<file path="src/common/pjk_defines.svh">
// Purpose: Register offsets, field positions and reset values for the
//          port J/K pin function control block.
// Assumes: Classic Wishbone, 32-bit data, byte addresses, one word each.
// Notes:   Offsets are chosen locally; registers hold 16 bits in [15:0].
`ifndef PJK_DEFINES_SVH
`define PJK_DEFINES_SVH

`define PJK_ADDR_J_HIGH_SEL  8'h00
`define PJK_ADDR_J_LOW_SEL   8'h04
`define PJK_ADDR_K_DIR       8'h08
`define PJK_ADDR_K_HIGH_SEL  8'h0C
`define PJK_ADDR_K_LOW_SEL   8'h10
`define PJK_SEL_WRITE_MASK   16'h5555
`define PJK_RESET_VALUE      16'h0000
`define PJK_MODE_BIT_STEP    2
`define PJK_READ_UNMAPPED    32'h0000_0000

`endif

</file>
<file path="src/common/pjk_pkg.sv">
// Purpose: Types shared by the port J/K pin function control block.
// Assumes: Sixteen pins per port.
// Notes:   Pin groups travel as packed structs.
package pjk_pkg;

  // Pin-side signals of one 16-bit port
  typedef struct packed {
    logic [15:0] out;
    logic [15:0] oe;
  } pjk_pin_drive_t;

  // Timer-side or I/O-side output request for 16 pins
  typedef struct packed {
    logic [15:0] value;
    logic [15:0] enable;
  } pjk_out_req_t;

endpackage

</file>
<file path="src/hw/pjk_pin_function.sv">
// Purpose: Pin function multiplexer for ports J and K with Wishbone
//          register access.
// Assumes: Reset covers power-on (not watchdog) reset and hardware standby;
//          software standby and sleep assert nothing here.
// Notes:   Port J direction lives elsewhere; its I/O request arrives ready.
//          Pin outputs are combinational from the registers and the timer
//          requests, so a mode change shows one cycle after the write.
//          Pin inputs pass two flip-flops before any steering reads them;
//          consumers therefore see a pin level two cycles late.
//
// The register offsets and register access over Wishbone were chosen for this implementation.
`timescale 1ns/1ps
`include "pjk_defines.svh"

module pjk_pin_function (
  // Clock and reset
  input  wire logic                    clk,
  input  wire logic                    sys_rst,
  // Wishbone slave
  input  wire logic                    wb_cyc_i,
  input  wire logic                    wb_stb_i,
  input  wire logic                    wb_we_i,
  input  wire logic [7:0]              wb_adr_i,
  input  wire logic [3:0]              wb_sel_i,
  input  wire logic [31:0]             wb_dat_i,
  output logic      [31:0]             wb_dat_o,
  output logic                         wb_ack_o,
  // Port J general I/O and timer capture/compare side
  input  wire pjk_pkg::pjk_out_req_t   port_j_gpio_req,
  input  wire pjk_pkg::pjk_out_req_t   capture_compare_req,
  output logic      [15:0]             capture_compare_in,
  output logic      [15:0]             port_j_gpio_in,
  // Port K general I/O data and one-shot timer side
  input  wire logic [15:0]             port_k_gpio_out,
  input  wire logic [15:0]             one_shot_out,
  output logic      [15:0]             port_k_gpio_in,
  // Pins
  input  wire logic [15:0]             port_j_pin_in,
  output pjk_pkg::pjk_pin_drive_t      port_j_pin,
  input  wire logic [15:0]             port_k_pin_in,
  output pjk_pkg::pjk_pin_drive_t      port_k_pin
);
  import pjk_pkg::*;

  // Register map, one 32-bit word per register, data in bits [15:0]:
  //   0x00  port J high select  mode bits for pins 8 to 15
  //   0x04  port J low select   mode bits for pins 0 to 7
  //   0x08  port K direction    one bit per pin, one drives
  //   0x0C  port K high select  mode bits for pins 8 to 15
  //   0x10  port K low select   mode bits for pins 0 to 7
  // Any other address acks, reads zero and drops writes, so software
  // probing the space never stalls the bus.
  // In a select register pin n (mod 8) owns bit 2n; bit 2n+1 is spare,
  // never stores and reads back zero.
  // Byte lanes: sel[0] writes bits [7:0], sel[1] bits [15:8]; sel[3:2]
  // address nothing here and are ignored.
  // Timing: a request is seen at one edge and acked at the next; the
  // write lands at the edge where ack is sampled high, and a new mode
  // shows on the pins in the cycle after it.
  // Limitation: software standby and sleep have no input here, so they
  // leave every register as it was; only sys_rst clears them.

  // Registers
  logic [15:0] port_j_high_function_select;
  logic [15:0] port_j_low_function_select;
  logic [15:0] port_k_direction;
  logic [15:0] port_k_high_function_select;
  logic [15:0] port_k_low_function_select;
  logic [15:0] pin_sync_j1;
  logic [15:0] pin_sync_j2;
  logic [15:0] pin_sync_k1;
  logic [15:0] pin_sync_k2;

  // Bus decode; ack is one cycle after request, dropped the cycle after
  wire        bus_req   = wb_cyc_i & wb_stb_i & ~wb_ack_o;
  // Write lands at the ack edge, while the master still holds the request
  wire        bus_wr    = wb_cyc_i & wb_stb_i & wb_we_i & wb_ack_o;
  wire [15:0] lane_mask = {{8{wb_sel_i[1]}}, {8{wb_sel_i[0]}}};
  wire        hit_jh    = wb_adr_i == `PJK_ADDR_J_HIGH_SEL;
  wire        hit_jl    = wb_adr_i == `PJK_ADDR_J_LOW_SEL;
  wire        hit_kd    = wb_adr_i == `PJK_ADDR_K_DIR;
  wire        hit_kh    = wb_adr_i == `PJK_ADDR_K_HIGH_SEL;
  wire        hit_kl    = wb_adr_i == `PJK_ADDR_K_LOW_SEL;
  wire [15:0] sel_mask  = lane_mask & `PJK_SEL_WRITE_MASK;
  wire [15:0] wdat      = wb_dat_i[15:0];

  // Per-register write strobes
  wire        wr_jh     = bus_wr & hit_jh;
  wire        wr_jl     = bus_wr & hit_jl;
  wire        wr_kd     = bus_wr & hit_kd;
  wire        wr_kh     = bus_wr & hit_kh;
  wire        wr_kl     = bus_wr & hit_kl;

  // Next values: byte-lane merge, reserved bits hold their reset zero
  wire [15:0] next_jh = (port_j_high_function_select & ~sel_mask)
                        | (wdat & sel_mask);
  wire [15:0] next_jl = (port_j_low_function_select & ~sel_mask)
                        | (wdat & sel_mask);
  wire [15:0] next_kd = (port_k_direction & ~lane_mask)
                        | (wdat & lane_mask);
  wire [15:0] next_kh = (port_k_high_function_select & ~sel_mask)
                        | (wdat & sel_mask);
  wire [15:0] next_kl = (port_k_low_function_select & ~sel_mask)
                        | (wdat & sel_mask);

  // Read mux; unmapped addresses read zero but still ack
  wire [15:0] rd_val = hit_jh ? port_j_high_function_select :
                       hit_jl ? port_j_low_function_select  :
                       hit_kd ? port_k_direction            :
                       hit_kh ? port_k_high_function_select :
                       hit_kl ? port_k_low_function_select  : 16'h0000;

  // Bus handshake and read data
  always_ff @(posedge clk) begin
    if (sys_rst) begin
      wb_ack_o <= 1'b0;
      wb_dat_o <= `PJK_READ_UNMAPPED;
    end else begin
      wb_ack_o <= bus_req;
      if (bus_req) begin
        wb_dat_o <= {16'h0000, rd_val};
      end
    end
  end

  // Register file; standby and sleep have no effect, so contents survive.
  // One short process per register keeps each reset and load easy to see.

  // Port J high select; odd bits never load, so they read back zero
  always_ff @(posedge clk) begin
    if (sys_rst) begin
      port_j_high_function_select <= `PJK_RESET_VALUE;
    end else if (wr_jh) begin
      port_j_high_function_select <= next_jh;
    end
  end

  // Port J low select; pins 0 to 7 of the capture/compare port
  always_ff @(posedge clk) begin
    if (sys_rst) begin
      port_j_low_function_select <= `PJK_RESET_VALUE;
    end else if (wr_jl) begin
      port_j_low_function_select <= next_jl;
    end
  end

  // Port K direction; all sixteen bits store
  always_ff @(posedge clk) begin
    if (sys_rst) begin
      port_k_direction <= `PJK_RESET_VALUE;
    end else if (wr_kd) begin
      port_k_direction <= next_kd;
    end
  end

  // Port K high select; pins 8 to 15 of the one-shot port
  always_ff @(posedge clk) begin
    if (sys_rst) begin
      port_k_high_function_select <= `PJK_RESET_VALUE;
    end else if (wr_kh) begin
      port_k_high_function_select <= next_kh;
    end
  end

  // Port K low select; pins 0 to 7 of the one-shot port
  always_ff @(posedge clk) begin
    if (sys_rst) begin
      port_k_low_function_select <= `PJK_RESET_VALUE;
    end else if (wr_kl) begin
      port_k_low_function_select <= next_kl;
    end
  end

  // Pin input synchronisers; stage one feeds stage two only, so nothing
  // downstream can see a metastable first-stage value.

  // Port J pins
  always_ff @(posedge clk) begin
    if (sys_rst) begin
      pin_sync_j1 <= 16'h0000;
      pin_sync_j2 <= 16'h0000;
    end else begin
      pin_sync_j1 <= port_j_pin_in;
      pin_sync_j2 <= pin_sync_j1;
    end
  end

  // Port K pins
  always_ff @(posedge clk) begin
    if (sys_rst) begin
      pin_sync_k1 <= 16'h0000;
      pin_sync_k2 <= 16'h0000;
    end else begin
      pin_sync_k1 <= port_k_pin_in;
      pin_sync_k2 <= pin_sync_k1;
    end
  end

  // Per-pin steering wires, one bit per pin, filled by the loop below
  wire [15:0] j_mode;      // Pin J n carries its timer channel
  wire [15:0] k_mode;      // Pin K n carries its one-shot output
  wire [15:0] j_out;       // Level offered to pin J n
  wire [15:0] j_oe;        // Pin J n driven
  wire [15:0] j_to_timer;  // Synced pin J level seen by the timer
  wire [15:0] j_to_gpio;   // Synced pin J level seen by port J I/O
  wire [15:0] k_out;       // Level offered to pin K n
  wire [15:0] k_oe;        // Pin K n driven
  wire [15:0] k_to_gpio;   // Synced pin K level seen by port K I/O

  // One slice per pin; a slice reads its own mode bit and nothing else,
  // so a write to one pin's field never disturbs a neighbour.
  genvar n;
  generate
    for (n = 0; n < 16; n = n + 1) begin : g_pin
      // Mode bit sits at the even position 2*(n mod 8) of its register
      localparam int MBIT = `PJK_MODE_BIT_STEP * (n % 8);

      // Lower eight pins use the low select, upper eight the high one
      wire j_sel_lo  = port_j_low_function_select[MBIT];
      wire j_sel_hi  = port_j_high_function_select[MBIT];
      wire k_sel_lo  = port_k_low_function_select[MBIT];
      wire k_sel_hi  = port_k_high_function_select[MBIT];
      wire j_md      = (n < 8) ? j_sel_lo : j_sel_hi;
      wire k_md      = (n < 8) ? k_sel_lo : k_sel_hi;

      // Port J sources for this pin
      wire j_tmr_val = capture_compare_req.value[n];
      wire j_tmr_en  = capture_compare_req.enable[n];
      wire j_io_val  = port_j_gpio_req.value[n];
      wire j_io_en   = port_j_gpio_req.enable[n];

      // Port K sources for this pin
      wire k_tmr_val = one_shot_out[n];
      wire k_io_val  = port_k_gpio_out[n];
      wire k_io_dir  = port_k_direction[n];

      assign j_mode[n] = j_md;
      assign k_mode[n] = k_md;

      // Port J: the timer channel owns value and enable in timer mode
      assign j_out[n] = j_md ? j_tmr_val : j_io_val;
      assign j_oe[n]  = j_md ? j_tmr_en : j_io_en;

      // Input goes to one consumer only; the other sees a steady zero,
      // so an I/O read never shows capture activity and the reverse
      assign j_to_timer[n] = j_md & pin_sync_j2[n];
      assign j_to_gpio[n]  = ~j_md & pin_sync_j2[n];

      // Port K: one-shot pins always drive, direction counts in I/O only
      assign k_out[n] = k_md ? k_tmr_val : k_io_val;
      assign k_oe[n]  = k_md | k_io_dir;

      // One-shot pins are outputs, so only I/O mode passes the level in
      assign k_to_gpio[n] = ~k_md & pin_sync_k2[n];
    end
  endgenerate

  // Pin and consumer outputs assembled from the per-pin slices.
  // Whole-struct assignments keep each output port to a single driver.
  assign port_j_pin         = {j_out, j_oe};
  assign port_k_pin         = {k_out, k_oe};
  assign capture_compare_in = j_to_timer;
  assign port_j_gpio_in     = j_to_gpio;
  assign port_k_gpio_in     = k_to_gpio;

  // Hazard: the pin enables switch in the cycle after a mode write with
  // no dead time; a board that cannot take a brief overlap between the
  // timer and I/O drivers must stop the timer output before the change.

endmodule

</file>
<file path="config.mk">
export PLATFORM = sky130hd
export DESIGN_NAME = pjk_pin_function
export DESIGN_NICKNAME = d
export VERILOG_FILES = /design/src/common/pjk_pkg.sv /design/src/hw/pjk_pin_function.sv
export VERILOG_INCLUDE_DIRS = /design/src /design/src/common
export SDC_FILE = /design/constraint.sdc
export NUM_CORES = 1
export LEC_CHECK = 0
export BUFFER_PORTS_ARGS = -buffer_cell sky130_fd_sc_hd__buf_2
export CORE_AREA = 4 4 124 126
export CTS_CLUSTER_SIZE = 25
export DETAILED_ROUTE_END_ITERATION = 12
export DIE_AREA = 0 0 128 130
export MAX_ROUTING_LAYER = met4
export PLACE_DENSITY = 0.76
export RECOVER_POWER = 100
export SLEW_MARGIN = 40
export SYNTH_ARGS = -nofsm -noshare
export SYNTH_HDL_FRONTEND = slang
export SYNTH_SLANG_ARGS = --single-unit
</file>
<file path="constraint.sdc">
create_clock -name clk -period 2.4 [get_ports clk]
set_clock_uncertainty 0.05 [all_clocks]
set_input_delay 0.36 -clock clk [delete_from_list [all_inputs] [get_ports clk]]
set_output_delay 0.36 -clock clk [all_outputs]
set_load 0.1 [all_outputs]
</file>
==> run metrics <==
wire length per cell 15.5 µm; port bufs 287; sequential element share of the synthesized area 46.5%; Setup TNS Final 0 ps; fill count 1,387; Die ar. 16,600 µm²; total setup buffers inserted after CTS 0; GRT Util Overall about a fifth; post-synthesis cell type count 33; Worst-Skew Late Latency 410 ps; DR vias just under 5,000; synthesized area 5560 µm²; Min Clock Period, post-route 2070 ps; cts repair resizes 0; Initial Util 38.8%; root buf cell clkbuf_16; ratio of cells with drive above 1 in the final layout 44.3%; Worst-path clk slew approximately 50 ps; crit end category output pin; routability cong. roughly 0.80; Async SR Flop Fraction 0%; flops & latches, synth 129; post-route ant nets 0; 1st-iter DRT viols between 150 and 200; flip-flop and latch area 2580 µm²; RSZ-0062 raised after global routing false; critical path's slowest cell dfxtp_1; P per Cell Area 742 nW/µm²; maximum vdd ir drop around 0.47 mV; cts bufs inserted 17; crit-path cells mux2_2 -> clkbuf_2; status finished clean; final setup margin between 300 and 400 ps; post-place setup slack around 360 ps; number of synthesized flops with an enable pin 0; Slew HR 16.8%; routed wire length 16,100 µm; hold-fix buffer count after cts 0; Critical Path AT 1660 ps; Syn Inst Count 554; core box area 14,300 µm²; met1 Use GR 22.7%; Worst path max stage delay 480 ps; GRT Residual Overflow 0; critical-path maximum fanout 5; Pwr Total 5680 µW; initial antenna violation count 1; final hold slack 102 ps; Area Growth Syn to Fin 37.7%; leakage 0.00389 µW; top_reg_cell synth dfxtp_1; Synth top area share between 40% and 50%; largest net degree at the start of global routing 73; clk buf depth 2; fmax 0.484 GHz; Synth area leaders dfxtp_1 46%, nor2b_1 11%, mux2_2 9.7%; period utilization 86.0%; Top-Level Pins approximately 320; Max-Cap Viols 0; Multi-input gate area 2780 µm²; met3 Usage GRT about 5.1%; Final Non-Filler Cells slightly above 1,000; Pins Over Slew Limit 0; CTS tree built; vias in the first global route 4,655; worst hold path class input port to flop; Die Y about 130 µm; DRC errors left 0; met2 usage 31.4%; CTS sink count between 100 and 150; # rows 44; CP Launch Type flop; Final setup viols 0; Avg Cell Area, Syn 10.0 µm²; r2r worst-path depth 5; Most Crowded Layer GR met2; first-pass GRT wire length roughly 24,000 µm; Syn. warnings 0; Fin. Hold Viols 0; TritonRoute pass-1 iters 5; Final HPWL DP 12,600 µm; H-Tree Depth 4; routed vias/inst roughly 4.8; crit path kind flop to output pin; final net count 1,017; die width roughly 130 µm; cell taking the most area after synthesis dfxtp_1; Worst Hold Depth 2; Required @ worst endpoint between 1500 and 2000 ps; worst-margin pin slew 1250 ps; placed insts around 1,000
[metal layers]
| layer | wire length (µm) | part of all wire (%) |
|---|---|---|
| met1 | 6910 | 43 |
| met2 | 8040 | 50 |
| met4 | 116 | 0.72 |
| met5 | 0 | 0 |
| met3 | 1030 | 6.4 |
[synthesized netlist by cell type (2+ instances only)]
cell type and count:
nor3_1 9, nand4_1 8, nand4_2 2, a22oi_1 12, nor4b_2 2, mux2_2 48
o31ai_1 4, clkbuf_1 20, a21boi_0 4, dfxtp_1 129, or2_2 18, a31oi_1 8
nand2_1 7, buf_2 4, and2_1 22, buf_4 16, nor2b_1 96, inv_1 9
nor4_4 2, mux2i_1 52, nor2_1 57, a221oi_1 4, o32ai_1 4, a21oi_1 8
[critical path, delay by kind of cell (launching register included)]
family	cells	cell delay, ps
buf+inv	1	380
flops	1	480
mux	1	380
[cell families (layout without fill, tap and decap cells)]
| kind of cell | after synthesis | count (layout) | synth area share [%] |
|---|---|---|---|
| multiplexers | 100 | 100 | 19.1 |
| buffers and inverters | 49 | 333 | 4.48 |
| AND/OR/NAND/NOR | 231 | 231 | 24.3 |
| AO/OA/AOI/OAI | 44 | 44 | 5.59 |
| flip-flops | 129 | 129 | 46.5 |
| other | 1 | 17 | 0.0675 |
[path summary, 6_finish.rpt]
path                                        start  slack, ps               to
worst max-delay path                         flop        330   port_k_pin[17]
worst min register to register     pin_sync_j1[5]        380   pin_sync_j2[5]
worst max register to register           wb_ack_o        420     wb_dat_o[10]
worst min-delay path            port_k_pin_in[10]        100  pin_sync_k1[10]
[area by class of cell]
class	count	area share (%)
well taps	184	3.01
flip-flops and latches	129	33.8
clock buffers	21	6.02
repair buffers	292	18.9
inverters	9	0.442
clock inverters	11	1.47
diodes	1	0.0327
multi-input cells	391	36.3
[cell usage in the layout (no fill, tap or decap), drive strengths merged, types with 6 or more instances in the layout]
cell type,instances
nand4,10
or2,18
nand2,7
conb,16
dfxtp,129
nor2b,96
mux2i,52
buf,160
a21oi,8
clkinv,6
mux2,48
inv,9
clkbuf,153
a31oi,8
a22oi,12
nor3,9
nor2,58
and2,22
[report_power, final]
| group | switching [µW] | leakage [µW] | internal [µW] |
|---|---|---|---|
| clock network | 890 | 0.000278 | 1570 |
| logic | 790 | 0.00255 | 218 |
| registers | 13.3 | 0.00105 | 2200 |
[stage by stage]
step	instance area (µm²)	utilization (%)
finish	7650	53.5
global route	7650	53.5
CTS	7690	53.7
detailed placement	7120	49.7
global placement	7120	49.7
floorplan	5610	-
Power figures use the tool's default switching activity.
